## config.mk

```make
export PLATFORM = sky130hd
export DESIGN_NAME = asr_serial_port
export DESIGN_NICKNAME = d
export VERILOG_FILES = /design/src/hw/asr_pkg.sv /design/src/hw/asr_serial_port.sv
export SDC_FILE = /design/constraint.sdc
export NUM_CORES = 1
export LEC_CHECK = 0
export CAP_MARGIN = 40
export CORE_AREA = 2 2 123 125
export DETAILED_ROUTE_END_ITERATION = 8
export DIE_AREA = 0 0 125 127
export DONT_BUFFER_PORTS = 1
export PLACE_DENSITY = 0.78
export SETUP_SLACK_MARGIN = 0.2
export SYNTH_ARGS = -nofsm -noshare
export SYNTH_HDL_FRONTEND = slang
export SYNTH_SLANG_ARGS = --single-unit
```

## constraint.sdc

```tcl
create_clock -name CLOCK -period 6.8 [get_ports CLOCK]
set_clock_uncertainty 0.2 [all_clocks]
set_input_delay 0.68 -clock CLOCK [delete_from_list [all_inputs] [get_ports CLOCK]]
set_output_delay 0.68 -clock CLOCK [all_outputs]
set_load 0.01 [all_outputs]
```

## src/hw/asr_pkg.sv

```systemverilog
// shared constants and types for the asynchronous serial port block
// assumes one system clock and an AXI4-Lite master with 32-bit data
package asr_pkg;

  // ****************************************************************
  // register byte offsets
  // ****************************************************************
  localparam logic [5:0] ASR_OFF_BAUD_CONTROL = 6'h00;
  localparam logic [5:0] ASR_OFF_RX_STATUS_CONTROL = 6'h04;
  localparam logic [5:0] ASR_OFF_BAUD_DIVISOR_LOW = 6'h08;
  localparam logic [5:0] ASR_OFF_BAUD_DIVISOR_HIGH = 6'h0C;
  localparam logic [5:0] ASR_OFF_TRANSMIT_DATA = 6'h10;
  localparam logic [5:0] ASR_OFF_TX_STATUS_CONTROL = 6'h14;
  localparam logic [5:0] ASR_OFF_RECEIVE_DATA = 6'h18;
  localparam logic [5:0] ASR_OFF_INTERRUPT_CONTROL = 6'h1C;
  localparam logic [5:0] ASR_OFF_FLAGS = 6'h20;

  // ****************************************************************
  // field positions
  // ****************************************************************
  // baud_control
  localparam int ASR_BC_RX_IDLE = 6;
  localparam int ASR_BC_RX_POLARITY = 5;
  localparam int ASR_BC_TX_POLARITY = 4;
  localparam int ASR_BC_WIDE_DIVISOR = 3;
  // receive_status_control
  localparam int ASR_RS_PORT_ENABLE = 7;
  localparam int ASR_RS_NINE_BIT_RX = 6;
  localparam int ASR_RS_CONT_RX_ENABLE = 4;
  localparam int ASR_RS_FRAMING_ERROR = 2;
  localparam int ASR_RS_OVERRUN_ERROR = 1;
  localparam int ASR_RS_RX_NINTH_BIT = 0;
  // transmit_status_control
  localparam int ASR_TS_NINE_BIT_TX = 6;
  localparam int ASR_TS_TX_ENABLE = 5;
  localparam int ASR_TS_SYNC_MODE = 4;
  localparam int ASR_TS_HIGH_SPEED = 2;
  localparam int ASR_TS_SHIFTER_EMPTY = 1;
  localparam int ASR_TS_TX_NINTH_BIT = 0;
  // interrupt_control
  localparam int ASR_IC_GLOBAL_ENABLE = 7;
  localparam int ASR_IC_PERIPH_ENABLE = 6;
  localparam int ASR_IC_RX_INT_ENABLE = 5;
  localparam int ASR_IC_TX_INT_ENABLE = 4;
  // flags
  localparam int ASR_FL_RX_PENDING = 1;
  localparam int ASR_FL_TX_EMPTY = 0;

  // ****************************************************************
  // reset values, counts and bus response codes
  // ****************************************************************
  localparam logic [7:0] ASR_RST_BYTE = 8'h00;
  localparam logic [3:0] ASR_OVERSAMPLE_LAST = 4'hF;
  localparam logic [3:0] ASR_START_CHECK = 4'h7;
  localparam logic [3:0] ASR_FRAME_BITS_8 = 4'hA;
  localparam logic [3:0] ASR_FRAME_BITS_9 = 4'hB;
  localparam logic [1:0] ASR_RESP_OKAY = 2'h0;
  localparam logic [1:0] ASR_RESP_SLVERR = 2'h2;

  // ****************************************************************
  // types
  // ****************************************************************
  typedef enum logic [1:0] {ASR_RX_IDLE, ASR_RX_START, ASR_RX_DATA, ASR_RX_STOP} asr_rx_state_t;

  typedef struct packed {
    logic framing_error;
    logic ninth;
    logic [7:0] data;
  } asr_rx_char_t;

endpackage : asr_pkg

```

## src/hw/asr_serial_port.sv

```systemverilog
// asynchronous serial port: AXI4-Lite register file, receiver with
// 16x oversampling and two-entry FIFO, simple transmitter, interrupt request
// assumes RX_PIN is asynchronous to CLOCK; bus master follows AXI4-Lite
//
// Decided for this implementation: the address map and the AXI4-Lite register port.
`timescale 1ns/10ps
`default_nettype none

module asr_serial_port
  import asr_pkg::*;
(
  input wire logic CLOCK,
  input wire logic RST,
  input wire logic [5:0] AWADDR,
  input wire logic AWVALID,
  output logic AWREADY,
  input wire logic [31:0] WDATA,
  input wire logic [3:0] WSTRB,
  input wire logic WVALID,
  output logic WREADY,
  output logic [1:0] BRESP,
  output logic BVALID,
  input wire logic BREADY,
  input wire logic [5:0] ARADDR,
  input wire logic ARVALID,
  output logic ARREADY,
  output logic [31:0] RDATA,
  output logic [1:0] RRESP,
  output logic RVALID,
  input wire logic RREADY,
  input wire logic RX_PIN,
  output logic TX_PIN_OUT,
  output logic TX_PIN_OE,
  output logic INT_REQUEST
);

  // ****************************************************************
  // declarations
  // ****************************************************************
  logic aw_held_q, w_held_q, wr_do;
  logic [5:0] aw_addr_q;
  logic [7:0] w_byte_q;
  logic w_lane_q;
  logic ar_fire;
  logic [31:0] rd_word;
  logic rd_hit;
  // control bits
  logic rx_pol_q, tx_pol_q, wide_div_q, high_speed_q;
  logic port_en_q, rx9_q, continuous_receive_enable_q, tx9_q, transmit_enable_q, sync_q, tx_ninth_q;
  logic gie_q, peie_q, rcie_q, txie_q;
  logic [7:0] div_lo_q, div_hi_q;
  // baud generator
  logic [17:0] baud_cnt_q, baud_period;
  logic tick_q;
  // receiver
  logic rx_meta_q, rx_sync_q, rx_prev_q, rx_line;
  asr_rx_state_t rx_state_q;
  logic [3:0] rx_tick_q, rx_bits_q;
  logic [2:0] rx_samp_q;
  logic [8:0] rx_shift_q;
  logic rx_on, majority, overrun_q, push, pop;
  asr_rx_char_t fifo_mem_q [2];
  asr_rx_char_t push_char, top_char;
  logic wr_ptr_q, rd_ptr_q;
  logic [1:0] fifo_cnt_q;
  logic rx_pending;
  // transmitter
  logic [10:0] tsr_q;
  logic [3:0] tx_tick_q, tx_bits_q;
  logic tx_busy_q, tx_buf_full_q, tx_on, tx_empty, tx_load_wr;
  logic [8:0] tx_buf_q;

  // ****************************************************************
  // AXI4-Lite write channel
  // ****************************************************************
  assign wr_do = aw_held_q && w_held_q && !BVALID;

  always_ff @(posedge CLOCK or posedge RST)
  begin
    if (RST)
    begin
      aw_held_q <= 1'b0;
      w_held_q <= 1'b0;
      aw_addr_q <= 6'h00;
      w_byte_q <= ASR_RST_BYTE;
      w_lane_q <= 1'b0;
      AWREADY <= 1'b1;
      WREADY <= 1'b1;
      BVALID <= 1'b0;
      BRESP <= ASR_RESP_OKAY;
    end
    else
    begin
      if (AWVALID && AWREADY)
      begin
        aw_held_q <= 1'b1;
        aw_addr_q <= AWADDR;
        AWREADY <= 1'b0;
      end
      if (WVALID && WREADY)
      begin
        w_held_q <= 1'b1;
        w_byte_q <= WDATA[7:0];
        w_lane_q <= WSTRB[0];
        WREADY <= 1'b0;
      end
      if (wr_do)
      begin
        aw_held_q <= 1'b0;
        w_held_q <= 1'b0;
        BVALID <= 1'b1;
        BRESP <= (aw_addr_q > ASR_OFF_FLAGS || aw_addr_q[1:0] != 2'h0) ?
                 ASR_RESP_SLVERR : ASR_RESP_OKAY;
      end
      else if (BVALID && BREADY)
      begin
        BVALID <= 1'b0;
        AWREADY <= 1'b1;
        WREADY <= 1'b1;
      end
    end
  end

  // ****************************************************************
  // control registers
  // ****************************************************************
  always_ff @(posedge CLOCK or posedge RST)
  begin
    if (RST)
    begin
      rx_pol_q <= 1'b0;
      tx_pol_q <= 1'b0;
      wide_div_q <= 1'b0;
      high_speed_q <= 1'b0;
      port_en_q <= 1'b0;
      rx9_q <= 1'b0;
      continuous_receive_enable_q <= 1'b0;
      tx9_q <= 1'b0;
      transmit_enable_q <= 1'b0;
      sync_q <= 1'b0;
      tx_ninth_q <= 1'b0;
      gie_q <= 1'b0;
      peie_q <= 1'b0;
      rcie_q <= 1'b0;
      txie_q <= 1'b0;
      div_lo_q <= ASR_RST_BYTE;
      div_hi_q <= ASR_RST_BYTE;
    end
    else if (wr_do && w_lane_q)
    begin
      case (aw_addr_q)
        ASR_OFF_BAUD_CONTROL:
        begin
          rx_pol_q <= w_byte_q[ASR_BC_RX_POLARITY];
          tx_pol_q <= w_byte_q[ASR_BC_TX_POLARITY];
          wide_div_q <= w_byte_q[ASR_BC_WIDE_DIVISOR];
        end
        ASR_OFF_RX_STATUS_CONTROL:
        begin
          port_en_q <= w_byte_q[ASR_RS_PORT_ENABLE];
          rx9_q <= w_byte_q[ASR_RS_NINE_BIT_RX];
          continuous_receive_enable_q <= w_byte_q[ASR_RS_CONT_RX_ENABLE];
        end
        ASR_OFF_BAUD_DIVISOR_LOW: div_lo_q <= w_byte_q;
        ASR_OFF_BAUD_DIVISOR_HIGH: div_hi_q <= w_byte_q;
        ASR_OFF_TX_STATUS_CONTROL:
        begin
          tx9_q <= w_byte_q[ASR_TS_NINE_BIT_TX];
          transmit_enable_q <= w_byte_q[ASR_TS_TX_ENABLE];
          sync_q <= w_byte_q[ASR_TS_SYNC_MODE];
          high_speed_q <= w_byte_q[ASR_TS_HIGH_SPEED];
          tx_ninth_q <= w_byte_q[ASR_TS_TX_NINTH_BIT];
        end
        ASR_OFF_INTERRUPT_CONTROL:
        begin
          gie_q <= w_byte_q[ASR_IC_GLOBAL_ENABLE];
          peie_q <= w_byte_q[ASR_IC_PERIPH_ENABLE];
          rcie_q <= w_byte_q[ASR_IC_RX_INT_ENABLE];
          txie_q <= w_byte_q[ASR_IC_TX_INT_ENABLE];
        end
        default:
        begin
        end
      endcase
    end
  end

  // ****************************************************************
  // AXI4-Lite read channel
  // ****************************************************************
  assign ar_fire = ARVALID && ARREADY;

  always_comb
  begin
    rd_word = 32'h0000_0000;
    rd_hit = 1'b1;
    case (ARADDR)
      ASR_OFF_BAUD_CONTROL:
      begin
        rd_word[ASR_BC_RX_IDLE] = (rx_state_q == ASR_RX_IDLE);
        rd_word[ASR_BC_RX_POLARITY] = rx_pol_q;
        rd_word[ASR_BC_TX_POLARITY] = tx_pol_q;
        rd_word[ASR_BC_WIDE_DIVISOR] = wide_div_q;
      end
      ASR_OFF_RX_STATUS_CONTROL:
      begin
        rd_word[ASR_RS_PORT_ENABLE] = port_en_q;
        rd_word[ASR_RS_NINE_BIT_RX] = rx9_q;
        rd_word[ASR_RS_CONT_RX_ENABLE] = continuous_receive_enable_q;
        rd_word[ASR_RS_FRAMING_ERROR] = (fifo_cnt_q != 2'h0) && top_char.framing_error;
        rd_word[ASR_RS_OVERRUN_ERROR] = overrun_q;
        rd_word[ASR_RS_RX_NINTH_BIT] = (fifo_cnt_q != 2'h0) && top_char.ninth;
      end
      ASR_OFF_BAUD_DIVISOR_LOW: rd_word[7:0] = div_lo_q;
      ASR_OFF_BAUD_DIVISOR_HIGH: rd_word[7:0] = div_hi_q;
      ASR_OFF_TRANSMIT_DATA: rd_word[7:0] = tx_buf_q[7:0];
      ASR_OFF_TX_STATUS_CONTROL:
      begin
        rd_word[ASR_TS_NINE_BIT_TX] = tx9_q;
        rd_word[ASR_TS_TX_ENABLE] = transmit_enable_q;
        rd_word[ASR_TS_SYNC_MODE] = sync_q;
        rd_word[ASR_TS_HIGH_SPEED] = high_speed_q;
        rd_word[ASR_TS_SHIFTER_EMPTY] = !tx_busy_q;
        rd_word[ASR_TS_TX_NINTH_BIT] = tx_ninth_q;
      end
      // the FIFO itself is never addressable, only its head
      ASR_OFF_RECEIVE_DATA: rd_word[7:0] = (fifo_cnt_q != 2'h0) ? top_char.data : 8'h00;
      ASR_OFF_INTERRUPT_CONTROL:
      begin
        rd_word[ASR_IC_GLOBAL_ENABLE] = gie_q;
        rd_word[ASR_IC_PERIPH_ENABLE] = peie_q;
        rd_word[ASR_IC_RX_INT_ENABLE] = rcie_q;
        rd_word[ASR_IC_TX_INT_ENABLE] = txie_q;
      end
      ASR_OFF_FLAGS:
      begin
        rd_word[ASR_FL_RX_PENDING] = rx_pending;
        rd_word[ASR_FL_TX_EMPTY] = tx_empty;
      end
      default: rd_hit = 1'b0;
    endcase
  end

  always_ff @(posedge CLOCK or posedge RST)
  begin
    if (RST)
    begin
      ARREADY <= 1'b1;
      RVALID <= 1'b0;
      RDATA <= 32'h0000_0000;
      RRESP <= ASR_RESP_OKAY;
    end
    else if (ar_fire)
    begin
      ARREADY <= 1'b0;
      RVALID <= 1'b1;
      RDATA <= rd_word;
      RRESP <= rd_hit ? ASR_RESP_OKAY : ASR_RESP_SLVERR;
    end
    else if (RVALID && RREADY)
    begin
      RVALID <= 1'b0;
      ARREADY <= 1'b1;
    end
  end

  // ****************************************************************
  // baud generator, one tick per sixteenth of a bit
  // ****************************************************************
  // x64 prescale stretches the tick by four; x4 mode is run as x16
  always_comb
  begin
    baud_period = wide_div_q ? {2'b00, div_hi_q, div_lo_q} : {10'h000, div_lo_q};
    if (!wide_div_q && !high_speed_q)
      baud_period = {baud_period[15:0], 2'b11};
  end

  always_ff @(posedge CLOCK or posedge RST)
  begin
    if (RST)
    begin
      baud_cnt_q <= 18'h00000;
      tick_q <= 1'b0;
    end
    else if (!port_en_q || baud_cnt_q >= baud_period)
    begin
      baud_cnt_q <= 18'h00000;
      tick_q <= port_en_q;
    end
    else
    begin
      baud_cnt_q <= baud_cnt_q + 18'h00001;
      tick_q <= 1'b0;
    end
  end

  // ****************************************************************
  // receive line synchroniser and polarity
  // ****************************************************************
  always_ff @(posedge CLOCK or posedge RST)
  begin
    if (RST)
    begin
      rx_meta_q <= 1'b1;
      rx_sync_q <= 1'b1;
      rx_prev_q <= 1'b1;
    end
    else
    begin
      rx_meta_q <= RX_PIN;
      rx_sync_q <= rx_meta_q;
      rx_prev_q <= rx_line;
    end
  end

  assign rx_line = rx_sync_q ^ rx_pol_q;
  assign rx_on = port_en_q && continuous_receive_enable_q && !sync_q;
  assign majority = (rx_samp_q[0] & rx_samp_q[1]) | (rx_samp_q[1] & rx_samp_q[2]) |
                    (rx_samp_q[0] & rx_samp_q[2]);

  // ****************************************************************
  // receive state machine
  // ****************************************************************
  // tick count restarts at the start-bit centre, so samples 13..15 fall just before each centre
  always_ff @(posedge CLOCK or posedge RST)
  begin
    if (RST)
    begin
      rx_state_q <= ASR_RX_IDLE;
      rx_tick_q <= 4'h0;
      rx_bits_q <= 4'h0;
      rx_samp_q <= 3'b111;
      rx_shift_q <= 9'h000;
      push <= 1'b0;
      push_char <= '0;
    end
    else
    begin
      push <= 1'b0;
      if (tick_q)
        rx_samp_q <= {rx_samp_q[1:0], rx_line};
      if (!rx_on)
        rx_state_q <= ASR_RX_IDLE;
      else
      begin
        case (rx_state_q)
          ASR_RX_IDLE:
          begin
            rx_tick_q <= 4'h0;
            if (rx_prev_q && !rx_line && !overrun_q)
              rx_state_q <= ASR_RX_START;
          end
          ASR_RX_START:
          begin
            if (tick_q)
            begin
              rx_tick_q <= rx_tick_q + 4'h1;
              if (rx_tick_q == ASR_START_CHECK)
              begin
                rx_tick_q <= 4'h0;
                rx_bits_q <= 4'h0;
                rx_state_q <= rx_line ? ASR_RX_IDLE : ASR_RX_DATA;
              end
            end
          end
          ASR_RX_DATA:
          begin
            if (tick_q)
            begin
              rx_tick_q <= rx_tick_q + 4'h1;
              if (rx_tick_q == ASR_OVERSAMPLE_LAST)
              begin
                // lsb arrives first, so shift in from the top
                if (rx9_q)
                  rx_shift_q <= {majority, rx_shift_q[8:1]};
                else
                  rx_shift_q <= {1'b0, majority, rx_shift_q[7:1]};
                rx_bits_q <= rx_bits_q + 4'h1;
                if (rx_bits_q == (rx9_q ? 4'h8 : 4'h7))
                  rx_state_q <= ASR_RX_STOP;
              end
            end
          end
          ASR_RX_STOP:
          begin
            if (tick_q)
            begin
              rx_tick_q <= rx_tick_q + 4'h1;
              if (rx_tick_q == ASR_OVERSAMPLE_LAST)
              begin
                push <= 1'b1;
                push_char.framing_error <= !majority;
                push_char.ninth <= rx_shift_q[8];
                push_char.data <= rx_shift_q[7:0];
                rx_state_q <= ASR_RX_IDLE;
              end
            end
          end
          default: rx_state_q <= ASR_RX_IDLE;
        endcase
      end
    end
  end

  // ****************************************************************
  // two-entry receive FIFO and overrun
  // ****************************************************************
  assign top_char = fifo_mem_q[rd_ptr_q];
  assign pop = ar_fire && ARADDR == ASR_OFF_RECEIVE_DATA && fifo_cnt_q != 2'h0;
  assign rx_pending = rx_on && fifo_cnt_q != 2'h0;

  always_ff @(posedge CLOCK or posedge RST)
  begin
    if (RST)
    begin
      fifo_mem_q[0] <= '0;
      fifo_mem_q[1] <= '0;
      wr_ptr_q <= 1'b0;
      rd_ptr_q <= 1'b0;
      fifo_cnt_q <= 2'h0;
      overrun_q <= 1'b0;
    end
    else if (!port_en_q)
    begin
      // port disable is the port reset: FIFO, framing and overrun all clear
      wr_ptr_q <= 1'b0;
      rd_ptr_q <= 1'b0;
      fifo_cnt_q <= 2'h0;
      overrun_q <= 1'b0;
    end
    else
    begin
      // a pop in the same cycle frees the slot, so that push is not an overrun
      if (push && (fifo_cnt_q != 2'h2 || pop))
      begin
        fifo_mem_q[wr_ptr_q] <= push_char;
        wr_ptr_q <= !wr_ptr_q;
      end
      if (pop)
        rd_ptr_q <= !rd_ptr_q;
      if (push && fifo_cnt_q == 2'h2 && !pop)
        overrun_q <= 1'b1;
      else if (!continuous_receive_enable_q)
        overrun_q <= 1'b0;
      if (push && !pop && fifo_cnt_q != 2'h2)
        fifo_cnt_q <= fifo_cnt_q + 2'h1;
      else if (pop && !push)
        fifo_cnt_q <= fifo_cnt_q - 2'h1;
    end
  end

  // ****************************************************************
  // transmitter
  // ****************************************************************
  assign tx_on = port_en_q && transmit_enable_q && !sync_q;
  assign tx_empty = tx_on && !tx_buf_full_q;
  assign tx_load_wr = wr_do && w_lane_q && aw_addr_q == ASR_OFF_TRANSMIT_DATA;

  always_ff @(posedge CLOCK or posedge RST)
  begin
    if (RST)
    begin
      tsr_q <= 11'h7FF;
      tx_busy_q <= 1'b0;
      tx_tick_q <= 4'h0;
      tx_bits_q <= 4'h0;
      tx_buf_q <= 9'h000;
      tx_buf_full_q <= 1'b0;
    end
    else if (!tx_on)
    begin
      tx_busy_q <= 1'b0;
      tx_buf_full_q <= 1'b0;
      tsr_q <= 11'h7FF;
    end
    else
    begin
      // a write while the buffer is still occupied is dropped
      // a buffer handing over to an idle shifter this cycle is free for the write
      if (tx_load_wr && (!tx_buf_full_q || !tx_busy_q))
      begin
        tx_buf_q <= {tx_ninth_q, w_byte_q};
        tx_buf_full_q <= 1'b1;
      end
      if (tx_busy_q && tick_q)
      begin
        tx_tick_q <= tx_tick_q + 4'h1;
        if (tx_tick_q == ASR_OVERSAMPLE_LAST)
        begin
          tsr_q <= {1'b1, tsr_q[10:1]};
          tx_bits_q <= tx_bits_q - 4'h1;
          if (tx_bits_q == 4'h1)
            tx_busy_q <= 1'b0;
        end
      end
      else if (!tx_busy_q && tx_buf_full_q)
      begin
        tsr_q <= tx9_q ? {1'b1, tx_buf_q, 1'b0} : {2'b11, tx_buf_q[7:0], 1'b0};
        tx_bits_q <= tx9_q ? ASR_FRAME_BITS_9 : ASR_FRAME_BITS_8;
        tx_tick_q <= 4'h0;
        tx_busy_q <= 1'b1;
        tx_buf_full_q <= tx_load_wr;
      end
    end
  end

  // ****************************************************************
  // pin and interrupt outputs
  // ****************************************************************
  always_ff @(posedge CLOCK or posedge RST)
  begin
    if (RST)
    begin
      TX_PIN_OUT <= 1'b1;
      TX_PIN_OE <= 1'b0;
      INT_REQUEST <= 1'b0;
    end
    else
    begin
      TX_PIN_OUT <= (tx_busy_q ? tsr_q[0] : 1'b1) ^ tx_pol_q;
      TX_PIN_OE <= port_en_q;
      INT_REQUEST <= gie_q && peie_q &&
                     ((rcie_q && rx_pending) || (txie_q && tx_empty));
    end
  end

endmodule : asr_serial_port

`default_nettype wire
```

# After elaboration in Yosys (flattened, before gate mapping)
# Cells that the tools add are included.
# Widths: inputs -> output; s select.
# word_totals
reg_bits	178
input_bits	56
wordCells	308
# op_classes
addsub	7
magnitude_cmp	5
eq_ne	45
n_mux	94
n_bitwise	9
n_reduce_logical	85
# ops
operator	count
$mux 4	13
$mux 10	5
$mux 11	4
$eq 6x5->1 const B	7
$mux 1	40
$logic_and 1x1->1	36
$mux 18	2
$mux 2	15
$eq 6x4->1 const B	4
$ne 3x3->1 const B	7
$bwmux 20	1
$reduce_and 2->1	10
$add 18x1->18 const B	1
$ge 18x18->1	1
$mux 16	1
$pmux 1 s8	2
$reduce_bool 2->1	8
$logic_not 1->1	14
$pmux 2 s7	1
$add 4x1->4 const B	3
$eq 6x3->1 const B	2
$logic_not 6->1	2
$ne 3x2->1 const B	4
$pmux 1 s6	2
other kinds (36)	60

# Logic depth before layout (Yosys ltp)
# Gate-level depths: netlist of run 1.
# logic_depth
depth_word	9
depth_mapped	10
mapped_depth_nobuf	8

# Worst setup path after synthesis of run 1
# No wires, ideal clock.
# synth_timing
kind	register to register
from	reg wide_div_q
to	reg baud_cnt_q[10]
setup_ns	0.132
arrival_time_ns	2.352
required_ns	6.468
setup_slack_ns	4.116
stages_incl_launch_ff	10
synth_period_minus_slack_ns	2.684
cell_sequence	dfrtp_1 nor2_1 mux2i_1 ha_1 nand2_1 nor4_1 a32oi_1 nand4_1 clkbuf_1 nor2_1
# synth_between
elab_chain_len	6
word_cells_on_any_way	7
cone_classes	order compare: 1; mux: 3; reduce/logical: 3
# synth_lines
item	line	rtl
start, declared	asr_serial_port.sv:48	logic rx_pol_q, tx_pol_q, wide_div_q, high_speed_q;
start signal, assigned	asr_serial_port.sv:156	wide_div_q <= w_byte_q[ASR_BC_WIDE_DIVISOR];
$logic_not 1->1	asr_serial_port.sv:274	if (!wide_div_q && !high_speed_q)
$logic_and 1x1->1	asr_serial_port.sv:274	
$mux 18 (*)	asr_serial_port.sv:274	
$ge 18x18->1 (*)	asr_serial_port.sv:285	else if (!port_en_q || baud_cnt_q >= baud_period)
$logic_or 1x1->1 (*)	asr_serial_port.sv:285	
$mux 18 (*)	asr_serial_port.sv:285	
end signal, assigned	asr_serial_port.sv:292	baud_cnt_q <= baud_cnt_q + 18'h00001;
end, declared	asr_serial_port.sv:53	logic [17:0] baud_cnt_q, baud_period;
# Mark *: on every way between the ends. The rest lies on a longest branch, timed or not.
# A chain may end at the register's enable or synchronous reset.

# Worst setup path after layout of run 1
# layout_timing
from	reg wide_div_q
to	reg baud_cnt_q[1]
# The elaborated chain is that of the path after synthesis.

==> results of run 1 <==
-- synthesized netlist by cell type, types with 4 or more instances --
library cell	number	area, um^2
nor2_1	75	282
nor4_1	6	37.5
buf_4	28	210
a21o_1	4	30.0
or3_1	8	50.1
mux2_2	100	1130
a22o_1	4	35.0
o21ai_0	31	155
nor3b_1	4	30.0
ha_1	24	300
and3_1	6	37.5
xnor2_1	13	114
a221oi_1	4	35.0
xor2_1	9	78.8
a21oi_1	33	165
nand2_1	44	165
a22oi_1	8	60.1
mux2i_1	27	270
nand4_1	8	50.1
nand3_1	21	105
a31oi_1	17	106
nor3_1	11	55.1
inv_1	27	101
dfrtp_1	155	3880
nand3b_1	9	67.6
clkbuf_1	20	75.1
dfstp_2	20	526
-- stage by stage --
stage / power [mW] / instance area, um^2 / setup slack [ns]
floorplan: 1.45 / 8730 / 1.21
global placement: 1.51 / 8670 / 3.60
detailed placement: 1.53 / 8710 / 3.35
CTS: 2.50 / 9300 / 3.34
global route: 2.58 / 9300 / 3.04
finish: 2.49 / 9300 / 3.38
-- power groups by stage --
| stage | logic (mW) | registers, mW | clock network, mW |
|---|---|---|---|
| floorplan | 0.212 | 1.24 | 0 |
| global placement | 0.203 | 1.31 | 0 |
| detailed placement | 0.218 | 1.31 | 0 |
| CTS | 0.220 | 1.30 | 0.981 |
| global route | 0.245 | 1.31 | 1.03 |
| finish | 0.218 | 1.30 | 0.974 |
-- registers in the layout, indices dropped and copies added (netlist names), 9 cells and up --
name        cells
tsr_q          10
push_char      10
tx_buf_q        9
baud_cnt_q     18
fifo_mem_q     20
rx_shift_q      9
-- worst register-to-register path: cells and delay by family, from the launching register on --
family | cells | cell delay, ns
adders and majority gates | 1 | 0.27
AOI/OAI and AO/OA | 3 | 0.48
DFF | 1 | 0.52
muxes | 1 | 0.29
and+or+nand+nor | 3 | 1.55
-- how the worst max path moves through the flow --
| stage | startpoint | to | slack [ns] | depth (start not counted) |
|---|---|---|---|---|
| global route | wide_div_q | baud_cnt_q[1] | 3.04 | 8 |
| global placement | wide_div_q | baud_cnt_q[12] | 3.60 | 8 |
| CTS | wide_div_q | baud_cnt_q[1] | 3.34 | 8 |
| detailed placement | wide_div_q | baud_cnt_q[1] | 3.35 | 8 |
| floorplan | RST | BRESP[1] | 1.21 | 1 |
| finish | wide_div_q | baud_cnt_q[1] | 3.38 | 8 |
-- logic make-up (layout without fill, tap and decap cells) --
group | after synthesis | after routing | synth area share (%)
mux | 127 | 127 | 16.2
flops | 175 | 175 | 51.0
buf+inv | 79 | 64 | 4.75
xor+xnor | 22 | 22 | 2.23
fa+ha+maj | 24 | 24 | 3.48
compound gates | 133 | 133 | 9.86
other cells | 2 | 28 | 0.0870
simple gates | 213 | 213 | 12.4
-- final cells by class --
class                      count  share of cell area [%]
tap                          184                    2.48
multi-input combinational    547                    42.1
clock inverter                14                    1.67
inverter                      27                    1.14
sequential                   175                    47.4
clock buffer                  18                    4.62
timing repair buffer           5                   0.592
-- metal layers --
metal / vias to the layer above / wire length (um) / part of all wire (%) / global-route usage, %
li1: 2722 / - / - / -
met1: 2973 / 8060 / 43 / 33.2
met2: 233 / 9190 / 49 / 39.8
met5: - / 0 / 0 / 0
met4: 0 / 351 / 1.9 / 8.37
met3: 28 / 1310 / 6.9 / 5.44
==> results.sh, run 1 <==
export IMPL_ys_ff_latch=175
export IMPL_arrival_ns=3.55
export IMPL_clkTransAtPathRegs_ns=0.07
export IMPL_hold_end="rx_meta_q"
export IMPL_dp_hpwl_um=13600
export IMPL_num_rows=44
export IMPL_status="complete, no violations"
export IMPL_synth_area_um2=8630
export IMPL_r2r_end="baud_cnt_q[1]"
export IMPL_grt_setup_unrepaired="false"
export IMPL_holdPathStages=0
export IMPL_rr_startpoint="wide_div_q"
export IMPL_regArea_um2=4400
export IMPL_crit_chain="nor2_1 > mux2i_1 > ha_1 > a21oi_1 > o21ai_0 > a21oi_1 > nand4_1 > nor2_1"
export IMPL_r2r_slack_ns=3.38
export IMPL_max_stage_delay_ns=0.62
export IMPL_grt_max_degree=99
export IMPL_clkSinkCount=175
export IMPL_holdCritPathClass="in2reg"
export IMPL_placed_cells=938
export IMPL_cts_repair_resized=0
export IMPL_cts_inserted_buffers=17
export IMPL_synth_edf_count=0
export IMPL_viasPerCell=6.14
export IMPL_slew_violations=0
export IMPL_slowest_stage="nor2_1"
export IMPL_fillers=1117
export IMPL_min_period_over_period_pct=50.3
export IMPL_multi_input_area_um2=3920
export IMPL_cts_buffer_depth=2
export IMPL_min_period_ns=3.42
export IMPL_cp_end_kind="flip-flop"
export IMPL_firstDrtPassIters=5
export IMPL_leakage_nw=4.23
export IMPL_drive_above_1_share_pct=21.1
export IMPL_p_seq_share_pct=52.1
export IMPL_pwr_share_comb_pct=8.8
export IMPL_antenna_cells=0
export IMPL_post_cts_buffers=0
export IMPL_drc=0
export IMPL_syn_instance_count=775
export IMPL_ioPinCount=100
export IMPL_postCtsHoldBufs=0
export IMPL_syn_to_final_growth_pct=7.68
export IMPL_tns_ns=0
export IMPL_reg2reg_depth=8
export IMPL_die_h_um=127
export IMPL_hold_ws_ns=0.0411
export IMPL_worstHoldStart="RX_PIN"
export IMPL_antenna_found_initial=0
export IMPL_ys_types=63
export IMPL_max_cap_violations=0
export IMPL_layout_commonest_cell="dfrtp_1"
export IMPL_start_util_pct=59.9
export IMPL_final_cells=970
export IMPL_start_kind="flip-flop"
export IMPL_dieWidth_um=125
export IMPL_grt_total_usage_pct=24.6
export IMPL_seq_area_frac_synth_pct=51.0
export IMPL_vias=5956
export IMPL_final_cell_mix="dfrtp_1 (155), mux2_2 (100), nor2_1 (75)"
export IMPL_tightestPinTransition_ns=0.856
export IMPL_required_ns=6.93
export IMPL_grt_ovfl_total=0
export IMPL_first_global_vias=5973
export IMPL_critPathKind="reg2reg"
export IMPL_drtAntennaViolNets=0
export IMPL_switchingPower_uw=691
export IMPL_ir_drop_mv=0.235
export IMPL_wire_per_inst_um=19.5
export IMPL_yosysWarnings=0
export IMPL_power_frac_clock_pct=39.1
export IMPL_p_int_mw=1.80
export IMPL_ys_dominant_reg_cell="dfrtp_1"
export IMPL_final_hold_viol_count=0
export IMPL_clk_latency_ns=0.43
export IMPL_postSynth_asyncResetShare_pct=100
export IMPL_setup_viol=0
export IMPL_cts_tree="yes"
export IMPL_gp_congestion=0.963
export IMPL_final_nets=853
export IMPL_crit_fanout=18
export IMPL_h_tree_depth=4
export IMPL_cp_buffers_inverters=0
export IMPL_coreArea_um2=14400
export IMPL_portBuffers=0
export IMPL_wl_um=18900
export IMPL_root_buffer="clkbuf_16"
export IMPL_max_slew_margin_pct=42.4
export IMPL_swShare_pct=27.7
export IMPL_dieArea_um2=15900
export IMPL_max_freq_mhz=292
export IMPL_p_per_area_nw_per_um2=268
export IMPL_drtIter0Drc=524
export IMPL_crit_family="simple AND/OR/NAND/NOR gates"
export IMPL_fin_util_pct=64.5
export IMPL_grt_pass1_wl_um=30900
export IMPL_synth_area_per_cell_um2=11.1
(Power assumes the default switching activity.)
==> inputs of run 2 (changes only) <==
Clock period 6.8 ns to 3.4 ns, I/O delays scaled along.
==> run 2 against run 1 <==
Non-clock buffer count increased by 29. Clock power increased by 130%. Die area unchanged. Fmax increased by 22%. Register-to-register slack lost 2.8 ns. Count of clock-buffer cells in the layout is the same. Sequential power grew 100%. Hold slack worse by 0.018 ns. Global-route usage is 1.1 points higher. Combinational power is 130% higher. Critical path type unchanged. Largest cell class unchanged.
==> results.sh, run 2 (synthesis gave the netlist of run 1 again) <==
export IMPL_cts_buffer_depth=2
export IMPL_crit_fanout=18
export IMPL_post_cts_buffers=0
export IMPL_num_rows=44
export IMPL_status="complete, no violations"
export IMPL_p_seq_share_pct=49.2
export IMPL_antenna_found_initial=0
export IMPL_min_period_over_period_pct=82.3
export IMPL_swShare_pct=26.8
export IMPL_pwr_share_comb_pct=9.3
export IMPL_first_global_vias=6145
export IMPL_busiest_layer="met2"
export IMPL_max_cap_violations=0
export IMPL_tightestPinTransition_ns=0.925
export IMPL_slew_violations=0
export IMPL_crit_chain="nor2_1 > buf_4 > or2_2 > ha_1 > nand2b_1 > a21o_1 > a32oi_1 > nand4_1 > buf_4 > nor2_1"
export IMPL_cp_buffers_inverters=2
export IMPL_vias=6111
export IMPL_p_int_mw=3.88
export IMPL_power_frac_clock_pct=41.5
export IMPL_gp_congestion=0.929
export IMPL_use_met2_pct=41.6
export IMPL_min_period_ns=2.80
export IMPL_slowest_stage="dfrtp_1"
export IMPL_largest_reg_flops=20
export IMPL_worstHoldStart="ARADDR[4]"
export IMPL_clk_latency_ns=0.43
export IMPL_antenna_cells=0
export IMPL_rr_startpoint="wide_div_q"
export IMPL_cts_tree="yes"
export IMPL_max_stage_delay_ns=0.60
export IMPL_die_h_um=127
export IMPL_fillers=1060
export IMPL_final_nets=882
export IMPL_viasPerCell=6.12
export IMPL_drc=0
export IMPL_switchingPower_mw=1.42
export IMPL_use_met3_pct=6.95
export IMPL_final_hold_viol_count=0
export IMPL_drtAntennaViolNets=0
export IMPL_dieArea_um2=15900
export IMPL_grt_pass1_wl_um=31900
export IMPL_dp_hpwl_um=13200
export IMPL_max_slew_margin_pct=38.3
export IMPL_arrival_ns=2.95
export IMPL_ir_drop_mv=0.461
export IMPL_syn_to_final_growth_pct=11.8
export IMPL_p_per_area_nw_per_um2=549
export IMPL_top_regs="fifo_mem_q (20), baud_cnt_q (18)"
export IMPL_clkSinkCount=175
export IMPL_wire_per_inst_um=19.5
export IMPL_gr_usage_met1_pct=33.7
export IMPL_required_ns=3.56
export IMPL_grt_ovfl_total=0
export IMPL_crit_family="simple AND/OR/NAND/NOR gates"
export IMPL_portBuffers=0
export IMPL_h_tree_depth=4
export IMPL_final_cell_mix="dfrtp_1 (155), mux2_2 (100), nor2_1 (75)"
export IMPL_regArea_um2=4400
export IMPL_holdCritPathClass="in2reg"
export IMPL_dieWidth_um=125
export IMPL_grt_max_degree=176
export IMPL_multi_input_area_um2=3920
export IMPL_clkTransAtPathRegs_ns=0.07
export IMPL_cts_inserted_buffers=17
export IMPL_wl_um=19500
export IMPL_leakage_nw=4.41
export IMPL_start_util_pct=59.9
export IMPL_power_total_mw=5.30
export IMPL_grt_setup_unrepaired="false"
export IMPL_top_register="fifo_mem_q"
export IMPL_max_freq_mhz=357
export IMPL_critPathKind="reg2reg"
export IMPL_cp_end_kind="flip-flop"
export IMPL_cp_startpoint="wide_div_q"
export IMPL_grt_total_usage_pct=25.6
export IMPL_firstDrtPassIters=5
export IMPL_start_kind="flip-flop"
export IMPL_coreArea_um2=14400
export IMPL_setup_viol=0
export IMPL_root_buffer="clkbuf_16"
export IMPL_ioPinCount=100
export IMPL_drive_above_1_share_pct=20.9
export IMPL_layout_commonest_cell="dfrtp_1"
export IMPL_tns_ns=0
export IMPL_drtIter0Drc=552
## run 2: changes by cell type in the layout (fill, tap and decap cells not counted)
cell,delta
buf_12,+1
buf_16,-1
buf_4,+3
bufinv_16,+3
clkbuf_1,-1
clkbuf_8,+1
clkinv_2,+1
clkinvlp_4,-4
dlygate4sd3_1,+26
inv_6,-1
inv_8,+1
## run 2: cell type report
cell class                      count  area share (%)
Clock buffer                       18            4.55
Sequential cell                   175            45.6
Inverter                           27            1.09
Timing Repair Buffer               34            3.42
Tap cell                          184            2.39
Clock inverter                     14            2.32
Multi-Input combinational cell    547            40.6
## run 2: through the flow
| step | util (%) | setup slack [ns] | hold WS, ns | cells | area [um^2] |
|---|---|---|---|---|---|
| global placement | 60.5 | 0.781 | 0.145 | 940 | 8720 |
| finish | 66.9 | 0.602 | 0.0228 | 999 | 9650 |
| detailed placement | 60.5 | 0.707 | 0.145 | 941 | 8730 |
| global route | 66.9 | 0.443 | 0.0373 | 999 | 9650 |
| CTS | 66.9 | 0.621 | 0.0116 | 999 | 9650 |
| floorplan | - | 0.638 | 0.144 | 801 | 8730 |
## run 2: layer usage
layer | routed length (um) | vias up
met5 | 0 | -
met4 | 541 | 0
met3 | 1280 | 41
met2 | 9350 | 238
met1 | 8300 | 3050
li1 | - | 2782
## run 2: path summary, 6_finish.rpt
path | depth (start not counted) | end | slack (ns)
min in group asynchronous | 3 | RVALID | 0.43
worst max-delay path | 10 | baud_cnt_q[3] | 0.60
worst min register to register | 0 | rx_sync_q | 0.16
worst min-delay path | 3 | RDATA[6] | 0.02
max in group asynchronous | 3 | fifo_mem_q[14] | 1.87
worst max register to register | 10 | baud_cnt_q[3] | 0.60
## run 2: power groups by stage
stage,logic (mW),registers (mW),clock network [mW]
2_1_floorplan,0.424,2.48,0
3_3_place_gp,0.419,2.61,0
3_5_place_dp,0.440,2.63,0
4_1_cts,0.484,2.59,2.21
5_1_grt,0.548,2.64,2.31
6_report,0.493,2.61,2.20
## run 2: what timing repair did
item                                    in CTS  in global routing
hold buffers                                26                  0
endpoints found under the setup margin       0                  0
gates resized for setup                      0                  0
endpoints found under the hold margin      177                  0
## run 2: tightest hold or removal path, cell delays in order
cell	delay (ns)
nor2_1	0.09
a21oi_1	0.06
a31oi_1	0.12
